**config.mk**
```make
export PLATFORM = sky130hd
export DESIGN_NAME = atd_engine
export DESIGN_NICKNAME = d
export VERILOG_FILES = /design/src/logic/atd_pkg.sv /design/src/logic/atd_desc_mem.sv /design/src/logic/atd_engine.sv
export SDC_FILE = /design/constraint.sdc
export NUM_CORES = 1
export LEC_CHECK = 0
export BUFFER_PORTS_ARGS = -buffer_cell sky130_fd_sc_hd__buf_4
export CAP_MARGIN = 10
export CELL_PAD_IN_SITES_DETAIL_PLACEMENT = 1
export CELL_PAD_IN_SITES_GLOBAL_PLACEMENT = 2
export CORE_MARGIN = 1.5
export CORE_UTILIZATION = 50
export CTS_BUF_LIST = sky130_fd_sc_hd__clkbuf_4 sky130_fd_sc_hd__clkbuf_8
export DETAILED_ROUTE_END_ITERATION = 8
export GPL_TIMING_DRIVEN = 0
export HOLD_SLACK_MARGIN = 0.1
export PLACE_DENSITY_LB_ADDON = 0.1
export SLEW_MARGIN = 15
export SYNTH_ARGS = -nofsm -noshare
export SYNTH_HDL_FRONTEND = slang
export SYNTH_SLANG_ARGS = --single-unit
```
**constraint.sdc**
```tcl
create_clock -name clk_i -period 3.8 [get_ports clk_i]
set_input_delay 0.57 -clock clk_i [delete_from_list [all_inputs] [get_ports clk_i]]
set_output_delay 0.57 -clock clk_i [all_outputs]
set_load 0.05 [all_outputs]
```
**src/logic/atd_pkg.sv**
```systemverilog
// Purpose: shared constants for the transmit descriptor engine
// Assumes: 32-bit APB, 32-bit host memory words, 16-byte descriptor units
// Notes: field positions follow the descriptor word layout used by software
package atd_pkg;
    // apb register byte offsets
    localparam logic [7:0] OFS_CTRL = 8'h00;
    localparam logic [7:0] OFS_CMDPTR = 8'h04;
    localparam logic [7:0] OFS_STATUS = 8'h08;
    localparam logic [7:0] OFS_PING = 8'h0C;
    // context_control_word bit positions
    localparam int CTRL_RUN_BIT = 15;
    localparam int CTRL_WAKE_BIT = 12;
    localparam int CTRL_ACTIVE_BIT = 10;
    localparam int CTRL_EVT_LSB = 0;
    localparam int EVT_W = 5;
    localparam logic [15:0] CTRL_RESET = 16'h0000;
    localparam logic [31:0] CMDPTR_RESET = 32'h0000_0000;
    // descriptor word0 fields
    localparam int CMD_LSB = 28;
    localparam int KEY_LSB = 24;
    localparam int PING_BIT = 23;
    localparam logic [3:0] CMD_OUT_LAST = 4'h1;
    localparam logic [2:0] KEY_IMMEDIATE = 3'h2;
    // word index inside a unit
    localparam logic [1:0] WRD_HDR = 2'h0;
    localparam logic [1:0] WRD_BRANCH = 2'h2;
    localparam logic [1:0] WRD_STATUS = 2'h3;
    localparam int WORDS_PER_UNIT = 4;
    localparam int UNIT_BYTES = 16;
    // block count encodings
    localparam logic [3:0] Z_END = 4'h0;
    localparam logic [3:0] Z_MIN = 4'h2;
    localparam logic [3:0] Z_MAX = 4'h8;
    localparam logic [3:0] IMM_UNITS = 4'h2;
    // time stamp layout
    localparam int SEC_W = 3;
    localparam int CYC_W = 13;
    localparam int STAMP_W = 16;
    localparam logic [EVT_W-1:0] EVT_TIMEOUT_CODE = 5'h0A;
    localparam logic [EVT_W-1:0] EVT_BAD_Z_CODE = 5'h05;
    typedef enum logic [3:0] {
        ST_IDLE, ST_FETCH, ST_CHECK, ST_SEND, ST_WAIT_LINK, ST_WAIT_ACK,
        ST_WB, ST_END, ST_POLL
    } atd_state_type;
endpackage

```
**src/logic/atd_desc_mem.sv**
```systemverilog
// Purpose: holds one prefetched descriptor block
// Assumes: single clock, one write and one read port
// Notes: read data is registered, one cycle latency
`timescale 1ns/1ps
module atd_desc_mem #(
    parameter int DEPTH = 32,
    parameter int AW = 5
) (
    input wire logic clk_i,
    input wire logic we_i,
    input wire logic [AW-1:0] waddr_i,
    input wire logic [31:0] wdata_i,
    input wire logic [AW-1:0] raddr_i,
    output logic [31:0] rdata_o
);
    logic [31:0] mem_reg [DEPTH];

    always_ff @(posedge clk_i) begin
        if (we_i) begin
            mem_reg[waddr_i] <= wdata_i;
        end
        rdata_o <= mem_reg[raddr_i];
    end
endmodule

```
**src/logic/atd_engine.sv**
```systemverilog
// Purpose: transmit descriptor fetch, completion writeback and ping timing
// Assumes: link events and ack results arrive on clk_i; ping time base is a pin
// Notes: ping_tick_i toggles once per ping clock; it must toggle slower than clk_i/2
//
// Chosen here: the register addresses and the APB interface to the registers.
`timescale 1ns/1ps
module atd_engine
    import atd_pkg::*;
#(
    parameter int MAX_UNITS = 8,
    parameter int MEM_AW = 5
) (
    input wire logic clk_i,
    input wire logic rst_n_i,
    input wire logic psel_i,
    input wire logic penable_i,
    input wire logic pwrite_i,
    input wire logic [7:0] paddr_i,
    input wire logic [31:0] pwdata_i,
    output logic [31:0] prdata_o,
    output logic pready_o,
    output logic pslverr_o,
    output logic mem_req_o,
    output logic mem_we_o,
    output logic [31:0] mem_addr_o,
    output logic [31:0] mem_wdata_o,
    input wire logic mem_ack_i,
    input wire logic [31:0] mem_rdata_i,
    input wire logic [MEM_AW-1:0] tx_raddr_i,
    output logic [31:0] tx_rdata_o,
    output logic [MEM_AW-1:0] tx_base_o,
    output logic tx_start_o,
    input wire logic link_done_i,
    input wire logic ack_rcvd_i,
    input wire logic ack_busy_i,
    input wire logic [EVT_W-1:0] ack_code_i,
    input wire logic ack_timeout_i,
    input wire logic rx_indication_i,
    input wire logic subaction_gap_i,
    input wire logic [SEC_W-1:0] seconds_low_bits_i,
    input wire logic [CYC_W-1:0] cycle_number_i,
    input wire logic ping_tick_i,
    output logic active_o
);
    atd_state_type state_reg, state_next;
    logic [15:0] ctrl_reg;
    logic [EVT_W-1:0] evt_reg;
    logic [31:0] cmdptr_reg;
    logic [MEM_AW-1:0] widx_reg;
    logic [3:0] walk_unit_reg;
    logic [3:0] last_unit_reg;
    logic found_last_reg;
    logic ping_flag_reg;
    logic [31:0] branch_reg;
    logic [STAMP_W-1:0] stamp_reg;
    logic [STAMP_W-1:0] ping_cnt_reg;
    logic ping_run_reg;
    logic [STAMP_W-1:0] ping_last_reg;
    logic [2:0] tick_sync_reg;
    logic tx_start_reg;

    function automatic logic [31:0] unit_addr(input logic [31:0] base, input logic [3:0] unit,
                                             input logic [1:0] word);
        unit_addr = {base[31:4], 4'h0} + {24'h00_0000, unit, 4'h0} + {28'h000_0000, word, 2'b00};
    endfunction

    // apb decode
    wire apb_access = psel_i & penable_i;
    wire apb_wr = apb_access & pwrite_i;
    wire hit_ctrl = (paddr_i == OFS_CTRL);
    wire hit_cmdptr = (paddr_i == OFS_CMDPTR);
    wire hit_status = (paddr_i == OFS_STATUS);
    wire hit_ping = (paddr_i == OFS_PING);
    wire addr_ok = hit_ctrl | hit_cmdptr | hit_status | hit_ping;
    wire run = ctrl_reg[CTRL_RUN_BIT];
    wire wake_wr = apb_wr & hit_ctrl & pwdata_i[CTRL_WAKE_BIT];
    wire busy = (state_reg != ST_IDLE);
    wire [15:0] ctx_word = {ctrl_reg[15:11], busy, ctrl_reg[9:EVT_W], evt_reg};
    wire [3:0] cmd_z = cmdptr_reg[3:0];
    wire [3:0] branch_z = branch_reg[3:0];
    wire z_legal = (cmd_z >= Z_MIN) && (cmd_z <= Z_MAX);

    assign pready_o = 1'b1;
    assign pslverr_o = apb_access & ~addr_ok;
    assign prdata_o = hit_ctrl ? {16'h0000, ctx_word} :
                      hit_cmdptr ? cmdptr_reg :
                      hit_status ? {12'h000, state_reg, stamp_reg} :
                      hit_ping ? {16'h0000, ping_last_reg} : 32'h0000_0000;
    assign active_o = busy;
    assign tx_start_o = tx_start_reg;
    assign tx_base_o = MEM_AW'(0);

    // fetch walk over the incoming block
    wire fetch_beat = (state_reg == ST_FETCH) & mem_ack_i;
    wire [3:0] beat_unit = 4'(widx_reg[MEM_AW-1:2]);
    wire [1:0] beat_word = widx_reg[1:0];
    wire [3:0] fetch_units = cmd_z;
    wire fetch_last_beat = fetch_beat && (beat_unit == fetch_units - 4'h1) && (beat_word == 2'h3);
    wire hdr_beat = fetch_beat && (beat_word == WRD_HDR) && (beat_unit == walk_unit_reg);
    wire hdr_is_last = mem_rdata_i[CMD_LSB +: 4] == CMD_OUT_LAST;
    wire hdr_is_imm = mem_rdata_i[KEY_LSB +: 3] == KEY_IMMEDIATE;
    wire br_beat = fetch_beat && (beat_word == WRD_BRANCH) && found_last_reg &&
                   (beat_unit == last_unit_reg);

    // completion writeback word: status high half, stamp low half
    wire [15:0] stamp_now = {seconds_low_bits_i, cycle_number_i};
    wire ack_done = ack_rcvd_i & ~ack_busy_i;
    wire ack_retry = ack_rcvd_i & ack_busy_i;

    assign mem_req_o = (state_reg == ST_FETCH) | (state_reg == ST_WB) | (state_reg == ST_POLL);
    assign mem_we_o = (state_reg == ST_WB);
    assign mem_wdata_o = {ctx_word, stamp_reg};
    assign mem_addr_o = (state_reg == ST_FETCH) ? unit_addr(cmdptr_reg, beat_unit, beat_word) :
                        (state_reg == ST_WB) ? unit_addr(cmdptr_reg, last_unit_reg, WRD_STATUS) :
                        unit_addr(cmdptr_reg, last_unit_reg, WRD_BRANCH);

    always_comb begin
        state_next = state_reg;
        case (state_reg)
            ST_IDLE: begin
                if (run && cmd_z != Z_END) begin
                    state_next = ST_CHECK;
                end
            end
            ST_CHECK: begin
                if (!run || cmd_z == Z_END) begin
                    state_next = ST_IDLE;
                end else if (z_legal) begin
                    state_next = ST_FETCH;
                end else begin
                    state_next = ST_IDLE;
                end
            end
            ST_FETCH: begin
                if (fetch_last_beat) begin
                    state_next = ST_SEND;
                end
            end
            ST_SEND: state_next = ST_WAIT_LINK;
            ST_WAIT_LINK: begin
                if (link_done_i) begin
                    state_next = ST_WAIT_ACK;
                end
            end
            ST_WAIT_ACK: begin
                if (ack_retry) begin
                    state_next = ST_SEND;
                end else if (ack_done || ack_timeout_i) begin
                    state_next = ST_WB;
                end
            end
            ST_WB: begin
                if (mem_ack_i) begin
                    state_next = (branch_z == Z_END) ? ST_END : ST_CHECK;
                end
            end
            ST_END: begin
                if (!run) begin
                    state_next = ST_IDLE;
                end else if (wake_wr) begin
                    state_next = ST_POLL;
                end
            end
            ST_POLL: begin
                if (mem_ack_i) begin
                    state_next = (mem_rdata_i[3:0] == Z_END) ? ST_END : ST_CHECK;
                end
            end
            default: state_next = ST_IDLE;
        endcase
    end

    always_ff @(posedge clk_i or negedge rst_n_i) begin
        if (!rst_n_i) begin
            state_reg <= ST_IDLE;
            tx_start_reg <= 1'b0;
        end else begin
            state_reg <= state_next;
            tx_start_reg <= (state_reg == ST_SEND);
        end
    end

    // software control; wake is a command strobe and never stored
    always_ff @(posedge clk_i or negedge rst_n_i) begin
        if (!rst_n_i) begin
            ctrl_reg <= CTRL_RESET;
        end else if (apb_wr && hit_ctrl) begin
            ctrl_reg <= pwdata_i[15:0] & ~(16'h0001 << CTRL_WAKE_BIT);
        end
    end

    // pointer: software loads it while idle, hardware follows the chain
    always_ff @(posedge clk_i or negedge rst_n_i) begin
        if (!rst_n_i) begin
            cmdptr_reg <= CMDPTR_RESET;
        end else if (state_reg == ST_WB && mem_ack_i && branch_z != Z_END) begin
            cmdptr_reg <= branch_reg;
        end else if (state_reg == ST_POLL && mem_ack_i && mem_rdata_i[3:0] != Z_END) begin
            cmdptr_reg <= mem_rdata_i;
        end else if (apb_wr && hit_cmdptr && !busy) begin
            cmdptr_reg <= pwdata_i;
        end
    end

    // block walk: finds the final output descriptor while fetching
    always_ff @(posedge clk_i or negedge rst_n_i) begin
        if (!rst_n_i) begin
            widx_reg <= MEM_AW'(0);
            walk_unit_reg <= 4'h0;
            last_unit_reg <= 4'h0;
            found_last_reg <= 1'b0;
            ping_flag_reg <= 1'b0;
            branch_reg <= 32'h0000_0000;
        end else if (state_reg == ST_CHECK) begin
            widx_reg <= MEM_AW'(0);
            walk_unit_reg <= 4'h0;
            found_last_reg <= 1'b0;
            ping_flag_reg <= 1'b0;
            branch_reg <= 32'h0000_0000;
        end else if (fetch_beat) begin
            widx_reg <= widx_reg + MEM_AW'(1);
            if (hdr_beat && !found_last_reg) begin
                walk_unit_reg <= walk_unit_reg + (hdr_is_imm ? IMM_UNITS : 4'h1);
                if (hdr_is_last) begin
                    found_last_reg <= 1'b1;
                    last_unit_reg <= beat_unit;
                    ping_flag_reg <= mem_rdata_i[PING_BIT];
                end
            end
            if (br_beat) begin
                branch_reg <= mem_rdata_i;
            end
        end
    end

    // completion event code and stamp capture
    always_ff @(posedge clk_i or negedge rst_n_i) begin
        if (!rst_n_i) begin
            evt_reg <= {EVT_W{1'b0}};
            stamp_reg <= 16'h0000;
        end else if (state_reg == ST_CHECK && !z_legal && cmd_z != Z_END) begin
            evt_reg <= EVT_BAD_Z_CODE;
        end else if (state_reg == ST_WAIT_ACK && (ack_done || ack_timeout_i)) begin
            evt_reg <= ack_timeout_i ? EVT_TIMEOUT_CODE : ack_code_i;
            if (ping_flag_reg) begin
                stamp_reg <= ping_cnt_reg;
            end else begin
                stamp_reg <= stamp_now;
            end
        end
    end

    // ping time base: two flops, then edge detect on the settled copies
    wire ping_tick = tick_sync_reg[1] ^ tick_sync_reg[2];
    wire ping_stop = rx_indication_i | subaction_gap_i;
    always_ff @(posedge clk_i or negedge rst_n_i) begin
        if (!rst_n_i) begin
            tick_sync_reg <= 3'b000;
        end else begin
            tick_sync_reg <= {tick_sync_reg[1:0], ping_tick_i};
        end
    end

    // restart after every sent packet so a retry remeasures
    always_ff @(posedge clk_i or negedge rst_n_i) begin
        if (!rst_n_i) begin
            ping_cnt_reg <= 16'h0000;
            ping_run_reg <= 1'b0;
            ping_last_reg <= 16'h0000;
        end else if (link_done_i) begin
            ping_cnt_reg <= 16'h0000;
            ping_run_reg <= 1'b1;
        end else if (ping_run_reg && ping_stop) begin
            ping_run_reg <= 1'b0;
            ping_last_reg <= ping_cnt_reg;
        end else if (ping_run_reg && ping_tick && ping_cnt_reg != 16'hFFFF) begin
            ping_cnt_reg <= ping_cnt_reg + 16'h0001;
        end
    end

    atd_desc_mem #(
        .DEPTH(MAX_UNITS * WORDS_PER_UNIT),
        .AW(MEM_AW)
    ) u_mem (
        .clk_i(clk_i),
        .we_i(fetch_beat),
        .waddr_i(widx_reg),
        .wdata_i(mem_rdata_i),
        .raddr_i(tx_raddr_i),
        .rdata_o(tx_rdata_o)
    );
endmodule

```
==> results of run 1 <==
==> per-stage QoR <==
step | setup TNS [ps] | util
6_report | 0 | 0.609
5_1_grt | 0 | 0.609
4_1_cts | -14.4 | 0.608
3_5_place_dp | -1450 | 0.559
3_3_place_gp | -1597610 | 0.542
2_1_floorplan | 0 | -
==> worst max-delay path: cells and delay by family, from the launching register on <==
family,cells,cell delay (ps)
mux,1,500
buf+inv,3,630
flops,1,430
simple gates,2,670
==> placed cells by master (no fill, tap or decap), types with 44 or more instances in the layout <==
cell type	instances
buf_4	253
nand2_1	144
clkbuf_1	76
mux2_2	94
mux2i_1	51
dlygate4sd3_1	72
dfrtp_1	145
o21ai_0	58
clkbuf_8	208
edfxtp_1	1024
nor2_1	44
clkbuf_4	72
mux4_2	335
==> logic make-up after synthesis <==
group | share of synthesized area
AOI/OAI and AO/OA | 0.0191
xor gates and xnor gates | 0.00997
adders and majority gates | 0.00513
buffers and inverters | 0.0148
DFF | 0.727
muxes | 0.189
other | 0.000155
and+or+nand+nor | 0.0352
==> power breakdown <==
| group | leakage (nW) | switching (mW) | internal, mW | total (mW) |
|---|---|---|---|---|
| registers | 11.5 | 0.262 | 14.7 | 14.9 |
| clock network | 2.06 | 5.24 | 5.98 | 11.2 |
| logic | 6.36 | 2.37 | 1.31 | 3.67 |
==> final timing paths <==
path	slack, ps	to	start
max	140	prdata_o[10]	state_reg[1]$_DFFE_PN0P_
min	160	branch_reg[16]$_DFFE_PN0P_	mem_rdata_i[16]
max reg2reg	400	branch_reg[25]$_DFFE_PN0P_	state_reg[0]$_DFFE_PN0P_
min reg2reg	350	tick_sync_reg[1]$_DFF_PN0_	tick_sync_reg[0]$_DFF_PN0_
max in group asynchronous	2640	cmdptr_reg[24]$_DFFE_PN0P_	rst_n_i
min in group asynchronous	220	stamp_reg[10]$_DFFE_PN0P_	rst_n_i
==> final cells by class <==
class	instances	area (µm²)	share of cell area
Inverter	10	37.5	0.000646
Timing Repair Buffer	368	3970	0.0684
Sequential cell	1205	35100	0.605
Multi-Input combinational cell	1063	12800	0.220
Clock inverter	76	475	0.00818
Clock buffer	280	3400	0.0586
Tap cell	1265	1580	0.0272
Antenna cell	4	10.0	0.000172
Buffer	144	692	0.0119
==> routing by layer <==
layer / part of all wire / vias up / global-route usage
met5: 0.00010 / - / 0
met4: 0.023 / 2 / 0.0814
met3: 0.072 / 193 / 0.0504
met2: 0.51 / 1247 / 0.488
met1: 0.40 / 14400 / 0.394
li1: - / 11000 / -
==> what timing repair did <==
item | in CTS | in global routing
cloned | 0 | 0
endpoints found under the hold margin | 290 | 0
setup buffers | 3 | 3
hold buffers | 72 | 0
gates resized for setup | 11 | 7
setup endpoints to repair | 24 | 12
pin swaps | 2 | 3
==> results.py, run 1 <==
metrics = {
    "status": {
        "status": "finished clean",
    },
    "logic_synthesis": {
        "synth_area_leader_cell": "edfxtp_1",
        "synth_top_area_share": 0.636,
        "syn_area_um2": 48300,
        "syn_avg_cell_area_um2": 20.0,
        "synthMostInstantiatedCell": "edfxtp_1",
        "async_reset_ff_frac": 0.124,
        "synth_edf_count": 1024,
        "synth_area_leaders": "edfxtp_1 (64%), mux4_2 (16%), dfrtp_1 (7.7%)",
        "synthCells": 2415,
        "synth_top_cells_by_count": "edfxtp_1 (1024), mux4_2 (335), dfrtp_1 (149), nand2_1 (144), mux2_2 (94)",
        "ys.flop_type": "edfxtp_1",
        "ys_seq_elements": 1205,
        "ys_warn_count": 0,
        "yosysSeqAreaShare": 0.727,
        "synth.distinct_cells": 64,
    },
    "worst_setup_path": {
        "critPathArrivalTime_ps": 3090,
        "worstSetupPathType": "reg -> out",
        "worstPathCellList": "buf_4 > or4_1 > buf_2 > mux4_2 > nor2b_1 > buf_4",
        "crit_slowest_cell": "or4_1",
        "worstSetupStartpointType": "register",
        "cp_common_cell": "buf_4",
        "cp.required_ps": 3230,
        "rr_worst_depth": 7,
        "cp_slowest_stage_delay_ps": 510,
        "path_max_fanout": 6,
        "critPathCaptureType": "primary output",
    },
    "final_layout": {
        "layout-drive-gt1-share": 0.367,
        "instances_no_fill": 4415,
        "final_cell_area_um2": 58100,
        "fin_nets": 3114,
        "largest_reg_flops": 1024,
        "n_fill_cell": 8265,
        "area_growth_syn_to_layout_pct": 20.2,
    },
    "timing": {
        "fin_crit_sh": 0.964,
        "slew_headroom": 0.200,
        "max_freq_ghz": 0.273,
        "hold_ws_ps": 156,
        "worst_slew_pin_slew_ps": 1200,
        "setup_ws_ps": 138,
        "slew_violations": 0,
        "period_minus_slack_ps": 3660,
        "setup_viol": 0,
        "rsz0062_at_grt": "no",
        "clock_skew_ps": 37.3,
        "finalHoldViolations": 0,
    },
    "clock_tree": {
        "cts.sinks": 1205,
        "numCtsBuffers": 193,
        "clk_latency_ps": 870,
        "cts_buffer_depth": 3,
        "cts_max_level": 4,
        "cts_tree": "done",
        "root_buffer": "clkbuf_8",
        "path_clk_slew_ps": 60,
    },
    "global_routing": {
        "grt_max_degree": 95,
        "grt_pass1_wl_um": 203000,
        "grt_pass1_vias": 28800,
        "grt_overflow": 0,
        "grt_antenna_before_repair": 12,
        "grt_usage": 0.290,
    },
    "pwr": {
        "leakage_nw": 19.9,
        "pwr_density_cell_nw_per_um2": 513,
        "total_power_mw": 29.8,
        "ir_drop_v": 0.000362,
    },
    "placement": {
        "dp.cells": 3977,
        "gp_congestion": 0.841,
        "dpl-instance-area_um2": 53400,
        "dp.final_hpwl_um": 94200,
        "portBuffers": 234,
        "place_ws_ps": -303,
    },
    "flow_run": {
        "drv_cap": 0,
    },
    "floorplanning": {
        "die-area_um2": 98500,
        "coreArea_um2": 95400,
        "die_h_um": 314,
        "io_pins": 250,
        "row_count": 113,
        "start_util": 0.506,
        "fp.dieW_um": 314,
    },
    "routing": {
        "dr.pass1.iters": 7,
        "vias": 26900,
        "wirelength_um": 140000,
        "vias_per_cell": 6.08,
        "drc": 0,
        "wire_per_inst_um": 31.8,
        "drtIter0Drc": 3032,
        "ant_nets": 0,
    },
    "min_path": {
        "min_delay_path_depth": 3,
        "hp-class": "in -> reg",
    },
}
(Power assumes the default switching activity.)
==> run 2, diff against run 1 <==
--- a/config.mk
+++ b/config.mk
@@ -10,8 +10,9 @@
 export CELL_PAD_IN_SITES_DETAIL_PLACEMENT = 1
 export CELL_PAD_IN_SITES_GLOBAL_PLACEMENT = 2
 export CORE_MARGIN = 1.5
-export CORE_UTILIZATION = 50
+export CORE_UTILIZATION = 47
 export CTS_BUF_LIST = sky130_fd_sc_hd__clkbuf_4 sky130_fd_sc_hd__clkbuf_8
+export CTS_CLUSTER_SIZE = 30
 export DETAILED_ROUTE_END_ITERATION = 8
 export GPL_TIMING_DRIVEN = 0
 export HOLD_SLACK_MARGIN = 0.1
@@ -19,4 +20,5 @@
 export SLEW_MARGIN = 15
 export SYNTH_ARGS = -nofsm -noshare
 export SYNTH_HDL_FRONTEND = slang
+export SYNTH_HIERARCHICAL = 1
 export SYNTH_SLANG_ARGS = --single-unit
==> run 2 against run 1 <==
Compared with the run above: synthesized area is 2.3% higher; sequential power up 3%; first-iteration DRC count down 33%; worst setup slack got worse by 13 ps; critical path type is now reg -> reg; clock-buffer cell count is 5 higher; clock power hardly changed; largest cell class unchanged; final cell count increased by 19%; sequential cell count is the same.
==> results.py, run 2 <==
metrics = {
    "logic_synthesis": {
        "synth_top_area_share": 0.622,
        "synth.distinct_cells": 66,
        "yosysSeqAreaShare": 0.710,
        "synth_area_leader_cell": "edfxtp_1",
        "ys.flop_type": "edfxtp_1",
        "synthCells": 3156,
        "async_reset_ff_frac": 0.124,
        "ys_seq_elements": 1205,
        "syn_avg_cell_area_um2": 15.7,
        "synth_area_leaders": "edfxtp_1 (62%), mux2i_1 (11%), dfrtp_1 (7.5%)",
        "synthMostInstantiatedCell": "edfxtp_1",
        "syn_area_um2": 49400,
        "synth_edf_count": 1024,
        "ys_warn_count": 6,
        "synth_top_cells_by_count": "edfxtp_1 (1024), mux2i_1 (563), nand2_1 (242), dfrtp_1 (149), nand3_1 (115)",
    },
    "timing": {
        "max_freq_ghz": 0.272,
        "setup_viol": 0,
        "worst_slew_pin_slew_ps": 1170,
        "setup_ws_ps": 125,
        "period_minus_slack_ps": 3670,
        "fin_crit_sh": 0.967,
        "finalHoldViolations": 0,
        "clock_skew_ps": 35.9,
        "slew_violations": 0,
        "rsz0062_at_grt": "no",
        "slew_headroom": 0.217,
    },
    "final_layout": {
        "layout-drive-gt1-share": 0.219,
        "final_cell_area_um2": 59200,
        "largest_reg_flops": 1024,
        "final_common_cell": "edfxtp_1",
        "n_fill_cell": 9843,
        "instances_no_fill": 5263,
        "fin_nets": 3838,
        "area_growth_syn_to_layout_pct": 19.7,
        "most-common-layout-cells": "edfxtp_1 (1024), mux2i_1 (563), buf_4 (284), nand2_1 (242), clkbuf_8 (225)",
    },
    "routing": {
        "drtIter0Drc": 2042,
        "wirelength_um": 144000,
        "ant_nets": 0,
        "wire_per_inst_um": 27.4,
        "drc": 0,
        "vias_per_cell": 5.69,
        "vias": 29900,
        "dr.pass1.iters": 7,
    },
    "clock_tree": {
        "cts_tree": "done",
        "cts.sinks": 1205,
        "root_buffer": "clkbuf_8",
        "numCtsBuffers": 195,
        "path_clk_slew_ps": 70,
        "clk_latency_ps": 870,
        "cts_buffer_depth": 3,
        "cts_max_level": 4,
    },
    "worst_setup_path": {
        "crit_slowest_cell": "nor2_4",
        "cp.required_ps": 4340,
        "cp_slowest_stage_delay_ps": 780,
        "critPathArrivalTime_ps": 4210,
        "worstSetupPathType": "reg -> reg",
        "worstPathCellList": "nor4b_2 > and2_1 > buf_2 > or3b_2 > clkbuf_1 > nor2_4 > buf_16",
        "worstSetupStartpointType": "register",
        "path_max_fanout": 18,
        "critPathCaptureType": "register",
    },
    "placement": {
        "dp.cells": 4820,
        "gp_congestion": 0.859,
        "place_ws_ps": -18.5,
        "dp.final_hpwl_um": 97600,
        "portBuffers": 236,
        "dpl-instance-area_um2": 54300,
    },
    "floorplanning": {
        "fp.dieW_um": 327,
        "io_pins": 250,
        "start_util": 0.476,
        "die_h_um": 327,
        "coreArea_um2": 104000,
        "row_count": 118,
        "die-area_um2": 107000,
    },
    "global_routing": {
        "grt_max_degree": 88,
        "grt_pass1_vias": 32700,
        "grt_pass1_wl_um": 212000,
        "grt_antenna_before_repair": 3,
        "grt_overflow": 0,
        "grt_usage": 0.271,
    },
    "pwr": {
        "leakage_nw": 22.3,
        "ir_drop_v": 0.000449,
        "pwr_density_cell_nw_per_um2": 536,
        "total_power_mw": 31.7,
    },
    "flow_run": {
        "drv_cap": 0,
    },
    "status": {
        "status": "finished clean",
    },
    "min_path": {
        "hp-class": "in -> reg",
    },
}
run 2: power by group:
part           switching, mW  leakage, nW  internal (mW)  total [mW]
combinational           3.16         8.70           1.64        4.80
clock                   5.16         2.14           6.33        11.5
sequential             0.605         11.5           14.8        15.4
run 2: worst paths after layout:
check                                                      end  slack, ps                  startpoint  depth (start not counted)
worst max-delay path             u_mem/mem_reg[8][6]$_DFFE_PP_        130    state_reg[2]$_DFFE_PN0P_                          7
worst min-delay path            u_mem/mem_reg[5][10]$_DFFE_PP_        170             mem_rdata_i[10]                          1
worst max register to register   u_mem/mem_reg[8][6]$_DFFE_PP_        130    state_reg[2]$_DFFE_PN0P_                          7
worst min register to register      tick_sync_reg[1]$_DFF_PN0_        380  tick_sync_reg[0]$_DFF_PN0_                          0
max in group asynchronous              widx_reg[2]$_DFFE_PN0P_       2690                     rst_n_i                          3
min in group asynchronous               evt_reg[3]$_DFFE_PN0P_        210                     rst_n_i                          2
run 2: critical path: cells and delay by family (launching register included):
family	cells	cell delay (ps)
simple gates	4	1850
flops	1	490
buf+inv	3	970
run 2: final cells by class:
type                    count  area, µm²  share of cell area
flip-flops and latches   1205      35100               0.593
multi-input cells        1752      13600               0.229
repair buffers            350       3570              0.0603
clock buffers             285       3550              0.0599
well taps                1380       1730              0.0292
plain buffers             188       1080              0.0182
clock inverters            80        509             0.00860
inverters                  18       67.6             0.00114
diodes                      5       12.5            0.000211
run 2: repair_timing:
item,CTS,global route
hold buffers,67,0
pin swaps,3,3
endpoints found under the hold margin,427,0
resized for setup,25,4
setup buffers,2,4
setup endpoints to repair,86,16
run 2: cells by family (layout without fill, tap and decap cells):
logic type                 Yosys count  count (layout)  share of synthesized area
AOI/OAI and AO/OA                  427             427                     0.0567
and+or+nand+nor                    603             603                     0.0581
other                                2              14                   0.000152
DFF                               1205            1205                      0.710
xor gates and xnor gates            57              57                     0.0101
adders and majority gates           17              17                    0.00476
buffers and inverters              206             921                     0.0230
muxes                              639             639                      0.137
run 2: per-stage QoR:
step,hold WS (ps),util,setup TNS [ps]
2_1_floorplan,274,-,0
3_3_place_gp,346,0.510,-1374760
3_5_place_dp,363,0.522,-457
4_1_cts,100,0.569,0
5_1_grt,140,0.569,0
6_report,169,0.570,0
run 2: metal layers:
layer  part of all wire  up-vias  global-route usage
li1                   -    13300                   -
met1               0.41    15500               0.339
met2               0.50      914               0.462
met3              0.052      280              0.0511
met4              0.039        2               0.115
met5           0.000090        -                   0
==> run 3, diff against run 2 <==
--- a/config.mk
+++ b/config.mk
@@ -16,7 +16,7 @@
 export DETAILED_ROUTE_END_ITERATION = 8
 export GPL_TIMING_DRIVEN = 0
 export HOLD_SLACK_MARGIN = 0.1
-export PLACE_DENSITY_LB_ADDON = 0.1
+export PLACE_DENSITY_LB_ADDON = 0.3
 export SLEW_MARGIN = 15
 export SYNTH_ARGS = -nofsm -noshare
 export SYNTH_HDL_FRONTEND = slang
==> run 3 against run 2 <==
Compared with the run above: cell area decreased by 0.42%; worst hold slack improved by 7.9 ps; clock skew rose by 5.7 ps; final cell count is 0.46% lower; sequential cell count unchanged; combinational power hardly changed; sequential power about the same; worst setup slack got worse by 48 ps; critical endpoint is now mem_addr_o[21].
==> results.py, run 3 (synthesized netlist as in run 2, its figures left out) <==
metrics = {
    "floorplanning": {
        "fp.dieW_um": 327,
        "row_count": 118,
        "coreArea_um2": 104000,
        "die_h_um": 327,
        "io_pins": 250,
        "start_util": 0.476,
        "die-area_um2": 107000,
    },
    "global_routing": {
        "grt_overflow": 0,
        "grt_pass1_vias": 33100,
        "grt_pass1_wl_um": 213000,
        "grt_max_degree": 102,
        "grt_usage": 0.268,
        "grt_antenna_before_repair": 3,
    },
    "timing": {
        "clock_skew_ps": 41.6,
        "slew_violations": 0,
        "rsz0062_at_grt": "yes",
        "fin_crit_sh": 0.980,
        "max_freq_ghz": 0.269,
        "period_minus_slack_ps": 3720,
        "worst_slew_pin_slew_ps": 1210,
        "slew_headroom": 0.195,
        "hold_ws_ps": 177,
        "finalHoldViolations": 0,
        "setup_viol": 0,
        "tns_ps": 0,
    },
    "worst_setup_path": {
        "critPathCaptureType": "primary output",
        "crit_family": "compound AO/OA/AOI/OAI gates",
        "worstSetupStartpointType": "register",
        "worstPathCellList": "ha_1 > a21o_1 > a211oi_2 > nor3b_4 > buf_4 > and3_1 > xor2_1 > buf_4",
        "crit_slowest_cell": "dfrtp_2",
        "path_max_fanout": 6,
        "cp.required_ps": 3230,
        "cp_slowest_stage_delay_ps": 510,
        "cp_common_cell": "buf_4",
        "worstSetupPathType": "reg -> out",
        "critPathArrivalTime_ps": 3150,
        "critical_path_buf_inv_count": 2,
    },
    "pwr": {
        "total_power_mw": 32.0,
        "ir_drop_v": 0.000486,
        "leakage_nw": 22.2,
        "pwr_density_cell_nw_per_um2": 543,
    },
    "routing": {
        "vias_per_cell": 5.77,
        "drc": 0,
        "ant_nets": 0,
        "wirelength_um": 144000,
        "drtIter0Drc": 2309,
        "vias": 30300,
        "dr.pass1.iters": 5,
        "wire_per_inst_um": 27.5,
    },
    "final_layout": {
        "most-common-layout-cells": "edfxtp_1 (1024), mux2i_1 (563), buf_4 (282), nand2_1 (242), clkbuf_8 (214)",
        "layout-drive-gt1-share": 0.218,
        "fin_nets": 3821,
        "instances_no_fill": 5239,
        "largest_reg_flops": 1024,
        "final_cell_area_um2": 59000,
        "n_fill_cell": 9817,
        "area_growth_syn_to_layout_pct": 19.2,
        "final_common_cell": "edfxtp_1",
    },
    "clock_tree": {
        "cts_tree": "done",
        "cts_buffer_depth": 3,
        "numCtsBuffers": 196,
        "cts_max_level": 4,
        "root_buffer": "clkbuf_8",
        "path_clk_slew_ps": 60,
        "cts.sinks": 1205,
        "clk_latency_ps": 870,
    },
    "placement": {
        "dp.cells": 4814,
        "portBuffers": 236,
        "dp.final_hpwl_um": 97000,
        "gp_congestion": 0.872,
        "dpl-instance-area_um2": 54100,
    },
    "status": {
        "status": "finished clean",
    },
    "flow_run": {
        "drv_cap": 0,
    },
    "min_path": {
        "hp-class": "in -> reg",
    },
}
-- run 3: worst register-to-register path: cells and delay by family, from the launching register on --
family / cells / cell delay, ps
buffers and inverters: 3 / 970
flip-flops: 1 / 500
AND/OR/NAND/NOR: 4 / 1880
-- run 3: report_power, final --
part,total (mW),switching (mW),internal (mW)
clock,11.8,5.25,6.57
sequential,15.4,0.584,14.8
combinational,4.81,3.18,1.63
-- run 3: path summary, 6_finish.rpt --
| kind | start | end | slack (ps) | cells past startpoint |
|---|---|---|---|---|
| setup reg to reg | state_reg[2]$_DFFE_PN0P_ | u_mem/mem_reg[16][13]$_DFFE_PP_ | 130 | 7 |
| setup / recovery | cmdptr_reg[5]$_DFFE_PN0P_ | mem_addr_o[21] | 80 | 8 |
| hold reg to reg | tick_sync_reg[0]$_DFF_PN0_ | tick_sync_reg[1]$_DFF_PN0_ | 360 | 0 |
| max in group asynchronous | rst_n_i | tick_sync_reg[1]$_DFF_PN0_ | 2690 | 3 |
| min in group asynchronous | rst_n_i | cmdptr_reg[18]$_DFFE_PN0P_ | 210 | 2 |
| hold / removal | mem_rdata_i[1] | u_mem/mem_reg[25][1]$_DFFE_PP_ | 180 | 1 |
-- run 3: cell type report --
cell class	count	area [µm²]	share of cell area
timing repair buffer	332	3270	0.0554
clock inverter	99	810	0.0137
multi-input combinational	1752	13600	0.230
tap	1380	1730	0.0293
sequential	1205	35100	0.596
clock buffer	264	3320	0.0563
buffer	188	1080	0.0183
inverter	18	67.6	0.00115
antenna	1	2.50	0.0000424
-- run 3: stage by stage --
step                worst slack (ps)  utilization
CTS                             17.5        0.567
detailed placement             -52.7        0.521
global route                   -33.9        0.567
floorplan                        217            -
global placement               -1790        0.510
finish                          77.3        0.567
-- run 3: layer usage --
metal / GRT usage / wire, µm
met5: 0 / 11
met4: 0.0937 / 4210
met3: 0.0451 / 8460
met2: 0.468 / 73500
met1: 0.337 / 57800
-- run 3: what timing repair did --
action	4_1_cts	5_1_grt
gates resized for setup	22	6
hold buffers	57	0
setup buffers	3	1
pin swaps	4	0
hold endpoints to repair	353	0
endpoints found under the setup margin	159	9
